**src/rtl/ssr_consts.vh**
```
`ifndef SSR_CONSTS_VH
`define SSR_CONSTS_VH

// command codes on the command port
`define SSR_CMD_IDN 4'h0
`define SSR_CMD_RST 4'h1
`define SSR_CMD_SAV 4'h2
`define SSR_CMD_RCL 4'h3
`define SSR_CMD_CLS 4'h4
`define SSR_CMD_ESE 4'h5
`define SSR_CMD_ESEQ 4'h6
`define SSR_CMD_ESRQ 4'h7
`define SSR_CMD_SRE 4'h8
`define SSR_CMD_SREQ 4'h9
`define SSR_CMD_STBQ 4'ha
`define SSR_CMD_OPC 4'hb

// standard event latch fields
`define SSR_EV_OPC 0
`define SSR_EV_QUERY 2
`define SSR_EV_DEVICE 3
`define SSR_EV_EXEC 4
`define SSR_EV_CMD 5
`define SSR_EV_PON 7
`define SSR_EV_USED 8'hbd

// status summary byte fields
`define SSR_SB_ERRQ 2
`define SSR_SB_QUES 3
`define SSR_SB_MAV 4
`define SSR_SB_ESB 5
`define SSR_SB_MSS 6

// reset values
`define SSR_EVENT_RST 8'h80
`define SSR_ESE_RST 8'h00
`define SSR_SRE_RST 8'h00

// setup slots
`define SSR_SLOTS 10
`define SSR_SLOT_LAST 4'h9

`endif

```
**src/rtl/ssr_status_reporting.v**
```verilog
// Summary of operation
// - identity query answers maker, model, serial, firmware
// - reset command restores default setup
// - save stores present setup in slot 0-9
// - recall restores setup from slot 0-9
// - event bits latch until explicitly cleared
// - event read or clear-status clears events
// - reset command leaves event bits alone
// - events latch only when enabled; masks readable
// - clear-status keeps all enable masks
// - bit 4 follows output queue message present
// - clearing events clears only its summary bit
// - bit 2 set while error queue nonempty
// - bit 3 from enabled questionable bits
// - bit 5 from enabled standard events
// - bit 6 master summary; bits 0,1,7 zero
// - clear-status clears status bits 2 and 5; bits 3 and 4 keep following their sources
// - writing zero clears status enable mask
// - operation complete after pending work finishes
// - bit 2 flags query or buffer errors
// - bits 3,4,5 flag device, execution, syntax
// - bit 7 flags reset or power-up
// - event enable command overwrites its mask
// - status query returns byte, keeps bit 6
`timescale 1ns/100ps
`include "ssr_consts.vh"

module ssr_status_reporting #(
  parameter SETUP_W = 16,
  parameter [SETUP_W-1:0] SETUP_DEFAULT = 16'h0000,
  // identity fields, values arbitrary
  parameter [7:0] ID_MAKER = 8'h11,
  parameter [7:0] ID_MODEL = 8'h22,
  parameter [7:0] ID_SERIAL = 8'h33,
  parameter [7:0] ID_FIRMWARE = 8'h44
) (
  input wire clk_sys_in,
  input wire rst_in,
  input wire cmd_valid_in,
  input wire [3:0] cmd_code_in,
  input wire [7:0] cmd_arg_in,
  output reg cmd_ready_out,
  output reg rsp_valid_out,
  output reg [7:0] rsp_data_out,
  output reg [1:0] rsp_field_out,
  output reg rsp_last_out,
  input wire ev_query_err_in,
  input wire ev_device_err_in,
  input wire ev_exec_err_in,
  input wire ev_cmd_err_in,
  input wire ops_idle_in,
  input wire err_queue_nonempty_in,
  input wire ques_summary_in,
  input wire msg_avail_in,
  input wire [SETUP_W-1:0] setup_now_in,
  output reg setup_load_out,
  output reg [SETUP_W-1:0] setup_data_out,
  output reg err_queue_clear_out,
  output reg [7:0] status_byte_out,
  output reg srq_out
);

  localparam ST_IDLE = 1'b0;
  localparam ST_IDN = 1'b1;

  reg [SETUP_W-1:0] slot_mem [0:`SSR_SLOTS-1];
  reg state_r;
  reg [1:0] idn_cnt_r;
  reg [7:0] standard_event_latch_r;
  reg [7:0] event_enable_r;
  reg [7:0] service_enable_r;
  reg [7:0] status_summary_byte_r;
  reg opc_pending_r;
  reg [7:0] event_nxt;
  reg [7:0] event_raw;
  reg [7:0] sb_nxt;
  reg [7:0] idn_byte;
  wire cmd_take;
  wire slot_ok;
  wire ev_read;
  wire ev_cls;
  wire do_idn;
  wire do_rst;
  wire do_sav;
  wire do_rcl;
  wire do_cls;
  wire do_ese;
  wire do_eseq;
  wire do_esrq;
  wire do_sre;
  wire do_sreq;
  wire do_stbq;
  wire do_opc;

  function is_cmd;
    input [3:0] code;
    input [3:0] want;
    begin
      is_cmd = (code == want);
    end
  endfunction

  assign cmd_take = cmd_valid_in && cmd_ready_out;
  assign slot_ok = (cmd_arg_in[7:4] == 4'h0) &&
    (cmd_arg_in[3:0] <= `SSR_SLOT_LAST);
  assign ev_read = cmd_take && is_cmd(cmd_code_in, `SSR_CMD_ESRQ);
  assign ev_cls = cmd_take && is_cmd(cmd_code_in, `SSR_CMD_CLS);

  // one decode per command for the dispatcher; the latch reuses save and recall, but decodes read and clear-status again
  assign do_idn = is_cmd(cmd_code_in, `SSR_CMD_IDN);
  assign do_rst = is_cmd(cmd_code_in, `SSR_CMD_RST);
  assign do_sav = is_cmd(cmd_code_in, `SSR_CMD_SAV);
  assign do_rcl = is_cmd(cmd_code_in, `SSR_CMD_RCL);
  assign do_cls = is_cmd(cmd_code_in, `SSR_CMD_CLS);
  assign do_ese = is_cmd(cmd_code_in, `SSR_CMD_ESE);
  assign do_eseq = is_cmd(cmd_code_in, `SSR_CMD_ESEQ);
  assign do_esrq = is_cmd(cmd_code_in, `SSR_CMD_ESRQ);
  assign do_sre = is_cmd(cmd_code_in, `SSR_CMD_SRE);
  assign do_sreq = is_cmd(cmd_code_in, `SSR_CMD_SREQ);
  assign do_stbq = is_cmd(cmd_code_in, `SSR_CMD_STBQ);
  assign do_opc = is_cmd(cmd_code_in, `SSR_CMD_OPC);

  // raw event sources, gated below by the enable mask
  always @* begin
    event_raw = 8'h00;
    event_raw[`SSR_EV_OPC] = opc_pending_r && ops_idle_in;
    event_raw[`SSR_EV_QUERY] = ev_query_err_in;
    event_raw[`SSR_EV_DEVICE] = ev_device_err_in;
    event_raw[`SSR_EV_EXEC] = ev_exec_err_in ||
      (cmd_take && !slot_ok && (do_sav || do_rcl));
    event_raw[`SSR_EV_CMD] = ev_cmd_err_in;
  end

  always @* begin
    event_nxt = standard_event_latch_r;
    if (ev_read || ev_cls) begin
      event_nxt = 8'h00;
    end
    // sticky, gated, set wins over clear
    event_nxt = event_nxt | (event_raw & event_enable_r);
    event_nxt = event_nxt & `SSR_EV_USED;
  end

  // condition bits are rebuilt each cycle from their sources, so
  // clearing one source drops only its own bit
  always @* begin
    sb_nxt = 8'h00;
    sb_nxt[`SSR_SB_ERRQ] = err_queue_nonempty_in && !ev_cls;
    sb_nxt[`SSR_SB_QUES] = ques_summary_in;
    sb_nxt[`SSR_SB_MAV] = msg_avail_in;
    sb_nxt[`SSR_SB_ESB] = |(event_nxt & event_enable_r);
    sb_nxt[`SSR_SB_MSS] = |(sb_nxt[5:0] & service_enable_r[5:0]);
  end

  always @* begin
    case (idn_cnt_r)
      2'h0: idn_byte = ID_MAKER;
      2'h1: idn_byte = ID_MODEL;
      2'h2: idn_byte = ID_SERIAL;
      default: idn_byte = ID_FIRMWARE;
    endcase
  end

  always @(posedge clk_sys_in or posedge rst_in) begin
    if (rst_in) begin
      standard_event_latch_r <= `SSR_EVENT_RST;
      event_enable_r <= `SSR_ESE_RST;
      service_enable_r <= `SSR_SRE_RST;
      status_summary_byte_r <= 8'h00;
      opc_pending_r <= 1'b0;
      state_r <= ST_IDLE;
      idn_cnt_r <= 2'h0;
      cmd_ready_out <= 1'b0;
      rsp_valid_out <= 1'b0;
      rsp_data_out <= 8'h00;
      rsp_field_out <= 2'h0;
      rsp_last_out <= 1'b0;
      setup_load_out <= 1'b0;
      setup_data_out <= {SETUP_W{1'b0}};
      err_queue_clear_out <= 1'b0;
      status_byte_out <= 8'h00;
      srq_out <= 1'b0;
    end else begin
      rsp_valid_out <= 1'b0;
      rsp_last_out <= 1'b0;
      setup_load_out <= 1'b0;
      err_queue_clear_out <= 1'b0;
      // reset command never touches the latch
      standard_event_latch_r <= event_nxt;
      // condition register refreshed; clear-status drops bits 2 and 5, and bit 6 when it came from them
      status_summary_byte_r <= sb_nxt;
      status_byte_out <= sb_nxt;
      srq_out <= sb_nxt[`SSR_SB_MSS];
      if (event_raw[`SSR_EV_OPC]) begin
        opc_pending_r <= 1'b0;
      end
      case (state_r)
        ST_IDLE: begin
          cmd_ready_out <= 1'b1;
          if (cmd_take) begin
            if (do_idn) begin
              state_r <= ST_IDN;
              cmd_ready_out <= 1'b0;
              idn_cnt_r <= 2'h0;
            end else if (do_rst) begin
              setup_load_out <= 1'b1;
              setup_data_out <= SETUP_DEFAULT;
              opc_pending_r <= 1'b0;
            end else if (do_sav) begin
              if (slot_ok) begin
                slot_mem[cmd_arg_in[3:0]] <= setup_now_in;
              end
            end else if (do_rcl) begin
              if (slot_ok) begin
                setup_load_out <= 1'b1;
                setup_data_out <= slot_mem[cmd_arg_in[3:0]];
              end
            end else if (do_cls) begin
              err_queue_clear_out <= 1'b1;
            end else if (do_ese) begin
              event_enable_r <= cmd_arg_in;
            end else if (do_eseq) begin
              rsp_valid_out <= 1'b1;
              rsp_last_out <= 1'b1;
              rsp_field_out <= 2'h0;
              rsp_data_out <= event_enable_r;
            end else if (do_esrq) begin
              rsp_valid_out <= 1'b1;
              rsp_last_out <= 1'b1;
              rsp_field_out <= 2'h0;
              rsp_data_out <= standard_event_latch_r;
            end else if (do_sre) begin
              service_enable_r <= cmd_arg_in;
            end else if (do_sreq) begin
              rsp_valid_out <= 1'b1;
              rsp_last_out <= 1'b1;
              rsp_field_out <= 2'h0;
              rsp_data_out <= service_enable_r;
            end else if (do_stbq) begin
              rsp_valid_out <= 1'b1;
              rsp_last_out <= 1'b1;
              rsp_field_out <= 2'h0;
              rsp_data_out <= status_summary_byte_r;
            end else if (do_opc) begin
              opc_pending_r <= 1'b1;
            end
          end
        end
        default: begin
          // identity answer: one field per cycle, ready held low
          rsp_valid_out <= 1'b1;
          rsp_data_out <= idn_byte;
          rsp_field_out <= idn_cnt_r;
          idn_cnt_r <= idn_cnt_r + 2'h1;
          if (idn_cnt_r == 2'h3) begin
            rsp_last_out <= 1'b1;
            state_r <= ST_IDLE;
            cmd_ready_out <= 1'b1;
          end
        end
      endcase
    end
  end

endmodule // ssr_status_reporting

```
**config.mk**
```make
export PLATFORM = sky130hd
export DESIGN_NAME = ssr_status_reporting
export DESIGN_NICKNAME = d
export VERILOG_FILES = /design/src/rtl/ssr_status_reporting.v
export VERILOG_INCLUDE_DIRS = /design/src /design/src/rtl
export SDC_FILE = /design/constraint.sdc
export NUM_CORES = 1
export LEC_CHECK = 0
export BUFFER_PORTS_ARGS = -buffer_cell sky130_fd_sc_hd__buf_4
export CAP_MARGIN = 20
export CORE_ASPECT_RATIO = 0.5
export CORE_MARGIN = 2
export CORE_UTILIZATION = 59
export CTS_CLUSTER_SIZE = 25
export DETAILED_ROUTE_END_ITERATION = 8
export GPL_TIMING_DRIVEN = 0
export MAX_ROUTING_LAYER = met4
export PLACE_DENSITY_LB_ADDON = 0.3
export SKIP_CTS_REPAIR_TIMING = 1
export SYNTH_ARGS = -nofsm -noshare
export SYNTH_HDL_FRONTEND = slang
export SYNTH_SLANG_ARGS = --single-unit
```
**constraint.sdc**
```tcl
create_clock -name clk_sys_in -period 3.39 [get_ports clk_sys_in]
set_input_delay 0.678 -clock clk_sys_in [delete_from_list [all_inputs] [get_ports clk_sys_in]]
set_output_delay 0.678 -clock clk_sys_in [all_outputs]
set_load 0.01 [all_outputs]
```
==> After elaboration in Yosys (flattened, before gate mapping) <==
Memory sizes are Yosys's and may differ from the RTL's.
Index checks and enable logic that the tools add are counted.
Widths: inputs -> output; s select.
{ "classes": {"n_lt_le_gt_ge": 1, "n_bitwise": 13, "mux": 93, "add_sub_neg": 1, "n_eq_ne": 23, "n_reduce_logical": 30} }
{ "op_table": {"columns": ["operator", "count"], "rows": [
  ["$mux 8", 14],
  ["$mux 16", 4],
  ["$mux 1", 58],
  ["$mux 2", 16],
  ["$pmux 7 s3", 1],
  ["$eq 4x3->1 const B", 4],
  ["$eq 4x4->1 const B", 4],
  ["$ne 2x2->1 const B", 7],
  ["$reduce_and 11->1", 1],
  ["$logic_and 1x1->1", 9],
  ["$not 1->1", 9],
  ["$reduce_and 9->1", 1],
  ["$and 6x8->8", 1],
  ["$and 8x8->8", 1],
  ["$eq 4x2->1 const B", 2],
  ["$logic_not 4->1", 2],
  ["$or 8x8->8", 1],
  ["$reduce_and 8->1", 1],
  ["$reduce_bool 2->1", 4],
  ["$reduce_or 8->1", 1],
  ["$and 6x6->6", 1],
  ["$reduce_and 6->1", 1],
  ["$reduce_or 6->1", 1],
  ["$reduce_bool 5->1", 1],
  ["other kinds (11)", 16]
]} }
{ "totals": {"mem_bits_rw": 160, "register_bits": 63, "memories": 1, "elab_cells": 178} }
{ "memory_table": {"columns": ["memory", "words", "word_bits", "rd", "rd_clocked_by_memory_dff", "write_ports", "line", "rtl"], "rows": [
  ["slot_mem", 10, 16, 1, 0, 1, "ssr_status_reporting.v:66", "reg [SETUP_W-1:0] slot_mem [0:`SSR_SLOTS-1];"]
]} }

==> Logic depth before layout (Yosys ltp) <==
{ "logic_depth": {"ltp_word": 16, "depth_mapped": 7} }

==> Least setup slack after synthesis <==
No wires, ideal clock.
{ "synth_path": {"path_type": "input -> register", "startpoint": "in cmd_arg_in[4]", "endpoint": "mem slot_mem[8][0], enable pin", "required_ns": 2.981, "path_stages": 4, "setup_ns": 0.409, "arrival_time_ns": 2.757, "slack_ns": 0.224, "cell_sequence": "nor4_2 nand4_1 or3b_1 nor3_1"} }
{ "synth_between": {"elab_chain_len": 10} }
{ "synth_rtl": {"columns": ["item", "line", "rtl"], "rows": [
  ["start, declared", "ssr_status_reporting.v:41", "input wire [7:0] cmd_arg_in,"],
  ["$logic_not 4->1", "ssr_status_reporting.v:104", "assign slot_ok = (cmd_arg_in[7:4] == 4'h0) &&"],
  ["$logic_and 1x1->1", "ssr_status_reporting.v:104", null],
  ["$mux 1", "ssr_status_reporting.v:210", "if (slot_ok) begin"],
  ["$mux 1", "ssr_status_reporting.v:209", "end else if (do_sav) begin"],
  ["$mux 1", "ssr_status_reporting.v:205", "end else if (do_rst) begin"],
  ["$mux 1", "ssr_status_reporting.v:201", "if (do_idn) begin"],
  ["$mux 1", "ssr_status_reporting.v:200", "if (cmd_take) begin"],
  ["$mux 1", "ssr_status_reporting.v:197", "case (state_r)"],
  ["$logic_and 1x1->1 (implied by the code)", "ssr_status_reporting.v:211", "slot_mem[cmd_arg_in[3:0]] <= setup_now_in;"],
  ["$mux 1 (implied by the code)", "ssr_status_reporting.v:211", null],
  ["end, declared", "ssr_status_reporting.v:66", null]
]} }
Every way passes these cells.

==> Worst setup path in the final report <==
{ "layout_path": {"startpoint": "in cmd_arg_in[4]", "endpoint": "mem slot_mem[4][13], enable pin"} }
Same word-level chain as after synthesis.

==> results.txt <==
----------------------------------------------------
[Placed design]
  RePlAce Congestion ... 0.867
  Detailed Place HPWL ... 13.7 mm
  Port Buffer Count ... 71
  Setup WS pre-CTS ... 0.0808 ns

[Detailed routing]
  DRC marker count from the first detailed-route iteration ... 752
  Detailed-route vias per instance ... 6.20
  Number of remaining DRC errors ... 0
  Routed Antenna Nets ... 0
  Vias ... 5509
  Total wire length after detailed routing ... 20.3 mm
  Post-DR wirelength/cell ... 22.9 um
  Number of detailed-route iterations in the first pass ... 5

[Layout]
  Final antenna diode count ... 0
  Fill cell total of the finished layout ... 974
  Share of layout cells above drive strength 1 ... 29.3%
  Nets ... 713
  Core occupancy in the finished layout ... 70.4%
  Area growth from synthesis to layout ... 17.6%

[Synthesis]
  Number of cells produced by synthesis ... 565
  Top flip-flop cell by instance count after synthesis ... sky130_fd_sc_hd__edfxtp_1
  Total of flip-flops plus latches after synthesis ... 222
  Area share of the largest cell type after synthesis ... 52.6%
  Sequential area share after synthesis ... 69.6%
  Library cell with the highest instance count after synthesis ... sky130_fd_sc_hd__edfxtp_1
  Post-synthesis cell type with the largest combined area ... sky130_fd_sc_hd__edfxtp_1
  Warning count from the yosys run ... 0
  Commonest cells post-synth ... sky130_fd_sc_hd__edfxtp_1 (160), sky130_fd_sc_hd__dfrtp_1 (61), sky130_fd_sc_hd__mux2_1 (31)
  Count of cell types in the netlist ... 68
  Share of async-settable or async-resettable flops after synthesis ... 27.9%
  Mean instance size in the synthesized netlist ... 16.2 um2
  Area of the mapped netlist ... 9130 um2
  Leading post-synthesis cells by cell area ... sky130_fd_sc_hd__edfxtp_1 (53%), sky130_fd_sc_hd__dfrtp_1 (17%), sky130_fd_sc_hd__mux4_2 (3.9%), sky130_fd_sc_hd__mux2_1 (3.8%), sky130_fd_sc_hd__mux2_2 (3.7%)
  Post-synth EDFFs ... 160

[STA]
  Final setup violation count ... 0
  Final critical-path share of the clock period ... 84.3%
  Fin. max-slew vios ... 0
  Pin slew with the least headroom to its limit ... 0.961 ns
  Min Tclk post-route ... 2.86 ns
  Total count of hold-check failures in the final report ... 0
  Worst Slack Setup Final ... 0.532 ns
  Hold Worst Slack ... 0.303 ns
  Max Freq ... 0.350 GHz
  Clock skew after layout ... 0.0170 ns
  Unrepaired setup endpoints after global routing ... no
  Remaining max-slew budget at the tightest pin ... 35.6%

[Power]
  Portion of total power attributed to sequential cells ... 51.6%
  Power spent charging and discharging nets ... 1.58 mW
  Worst-case vdd ir drop ... 0.000345 V
  Fraction of power consumed by combinational cells ... 13.9%
  Leakage power figure ... 4.06 nW
  Fraction of power spent switching nets ... 25.1%
  Final Total Pwr ... 6.32 mW
  Int Pwr ... 4.73 mW
  Clock network fraction of total power ... 34.5%
  PD cells ... 588 nW/um2

[Worst setup path]
  Nature of the critical path endpoint ... flop
  Data arrival time of the critical path ... 3.07 ns
  Path type of the worst setup path ... in -> reg
  Type of origin of the critical path ... input pin
  Worst EP required ... 3.60 ns
  Maximum net fanout on the critical path ... 9

[Global route]
  Largest net degree at the start of global routing ... 63
  Initial antenna violation count ... 0
  Total Routing Usage GR ... 25.7%
  Vias in the first global route ... 5318
  First-pass GRT wire length ... 30.8 mm
  GRT overflow ... 0

[Clocking]
  Cell at the root of the clock tree ... sky130_fd_sc_hd__clkbuf_16
  Clock slew at reported path FFs ... 0.07 ns
  Number of buffers created by CTS ... 20
  Depth of the CTS H-tree ... 1
  Maximum clock insertion buffer count ... 3
  Clock tree sinks ... 222
  Clock latency on the worst-skew pair ... 0.51 ns
  TritonCTS clock tree ... done

[Floorplan]
  Core area ... 15300 um2
  Starting utilization of the core area ... 59.9%
  Floorplan die area ... 16600 um2
  Placement row count ... 32
  Die span in y ... 92.0 um
  Io pins ... 79
  Chip width ... 180 um

[Hold path]
  Hold WC Path Type ... in -> reg

[Run]
  Reported max-cap violation count ... 0

[Status]
  Run status ... finished clean

----------------------------------------------------
==> power by group through the flow <==
stage / logic [mW] / registers, mW / clock network (mW)
5_1_grt: 0.954 / 3.28 / 2.32
4_1_cts: 0.879 / 3.26 / 2.21
3_5_place_dp: 0.872 / 3.31 / 0
6_report: 0.877 / 3.26 / 2.18
3_3_place_gp: 0.850 / 3.31 / 0
2_1_floorplan: 0.520 / 3.30 / 0
==> stage by stage <==
stage | TNS, ns | cell area [um2] | instances
2_1_floorplan | 0 | 9140 | 567
3_3_place_gp | -95.41 | 9930 | 842
3_5_place_dp | 0 | 10100 | 853
4_1_cts | 0 | 10700 | 889
5_1_grt | 0 | 10700 | 889
6_report | 0 | 10700 | 889
==> cells in the final DEF, fill, tap and decap left out, drive strengths merged, types with 3 or more instances in the layout <==
master,instances
clkbuf,40
nand2,21
a22oi,11
or2,3
inv,23
a21oi,4
nor2b,4
nand2b,8
o221ai,5
edfxtp,160
a22o,27
mux2i,6
a21boi,3
conb,3
nand3,4
o31ai,3
nand3b,3
a222oi,11
nor3,9
dfrtp,61
ha,3
and2,3
o21ai,22
nor2,13
mux4,16
nor3b,4
clkinv,10
buf,106
or3,3
mux2,61
==> cell families (layout without fill, tap and decap cells) <==
logic type | Yosys count | in the layout | share of synthesized area, %
compound gates | 105 | 105 | 8.82
xor+xnor | 1 | 1 | 0.0959
fa+ha+maj | 3 | 3 | 0.411
buf+inv | 62 | 180 | 3.19
flops | 222 | 222 | 69.6
mux | 83 | 83 | 12.1
other cells | 1 | 3 | 0.0411
simple gates | 88 | 88 | 5.71
==> critical path: stages <==
cell	delay, ns
sky130_fd_sc_hd__buf_4	0.12
sky130_fd_sc_hd__nor4_2	0.54
sky130_fd_sc_hd__nand4_1	0.33
sky130_fd_sc_hd__or2_1	0.39
sky130_fd_sc_hd__nor3_2	0.76
sky130_fd_sc_hd__buf_8	0.24
==> state kept, by name (all words and copies together) (netlist names), 2 cells and up <==
signal	count
setup_data_out	16
rsp_data_out	8
event_enable_r	8
rsp_field_out	2
idn_cnt_r	2
standard_event_latch_r	6
service_enable_r	8
status_summary_byte_r	5
slot_mem	160
==> cell type report <==
| class | instances | area, um2 | share of cell area [%] |
|---|---|---|---|
| Buffer | 39 | 205 | 1.91 |
| Clock buffer | 25 | 529 | 4.93 |
| Clock inverter | 11 | 100 | 0.932 |
| Inverter | 23 | 88.8 | 0.827 |
| Multi-Input combinational cell | 283 | 2520 | 23.5 |
| Sequential cell | 222 | 6360 | 59.2 |
| Tap cell | 204 | 255 | 2.38 |
| Timing Repair Buffer | 82 | 679 | 6.33 |
==> per-layer routing <==
layer | up-vias | track usage (%) | wire (um)
li1 | 2422 | - | -
met1 | 2762 | 36.1 | 8820
met2 | 290 | 39.7 | 9400
met3 | 35 | 5.20 | 1770
met4 | 0 | 5.76 | 357
met5 | - | - | 0
==> final timing paths <==
check	start	endpoint	slack, ns	depth (start not counted)
max in group asynchronous	rst_in	idn_cnt_r[0]$_DFFE_PP0P_	2.50	2
min	msg_avail_in	status_summary_byte_r[4]$_DFF_PP0_	0.30	1
min reg2reg	rsp_field_out[1]$_DFFE_PP0P_	rsp_field_out[1]$_DFFE_PP0P_	0.49	1
min in group asynchronous	rst_in	err_queue_clear_out$_DFF_PP0_	0.36	2
max	cmd_arg_in[4]	slot_mem[4][13]$_DFFE_PP_	0.53	6
max reg2reg	cmd_ready_out$_DFFE_PP0P_	slot_mem[4][13]$_DFFE_PP_	0.73	5
No activity file was read; power rests on OpenSTA's default activity.
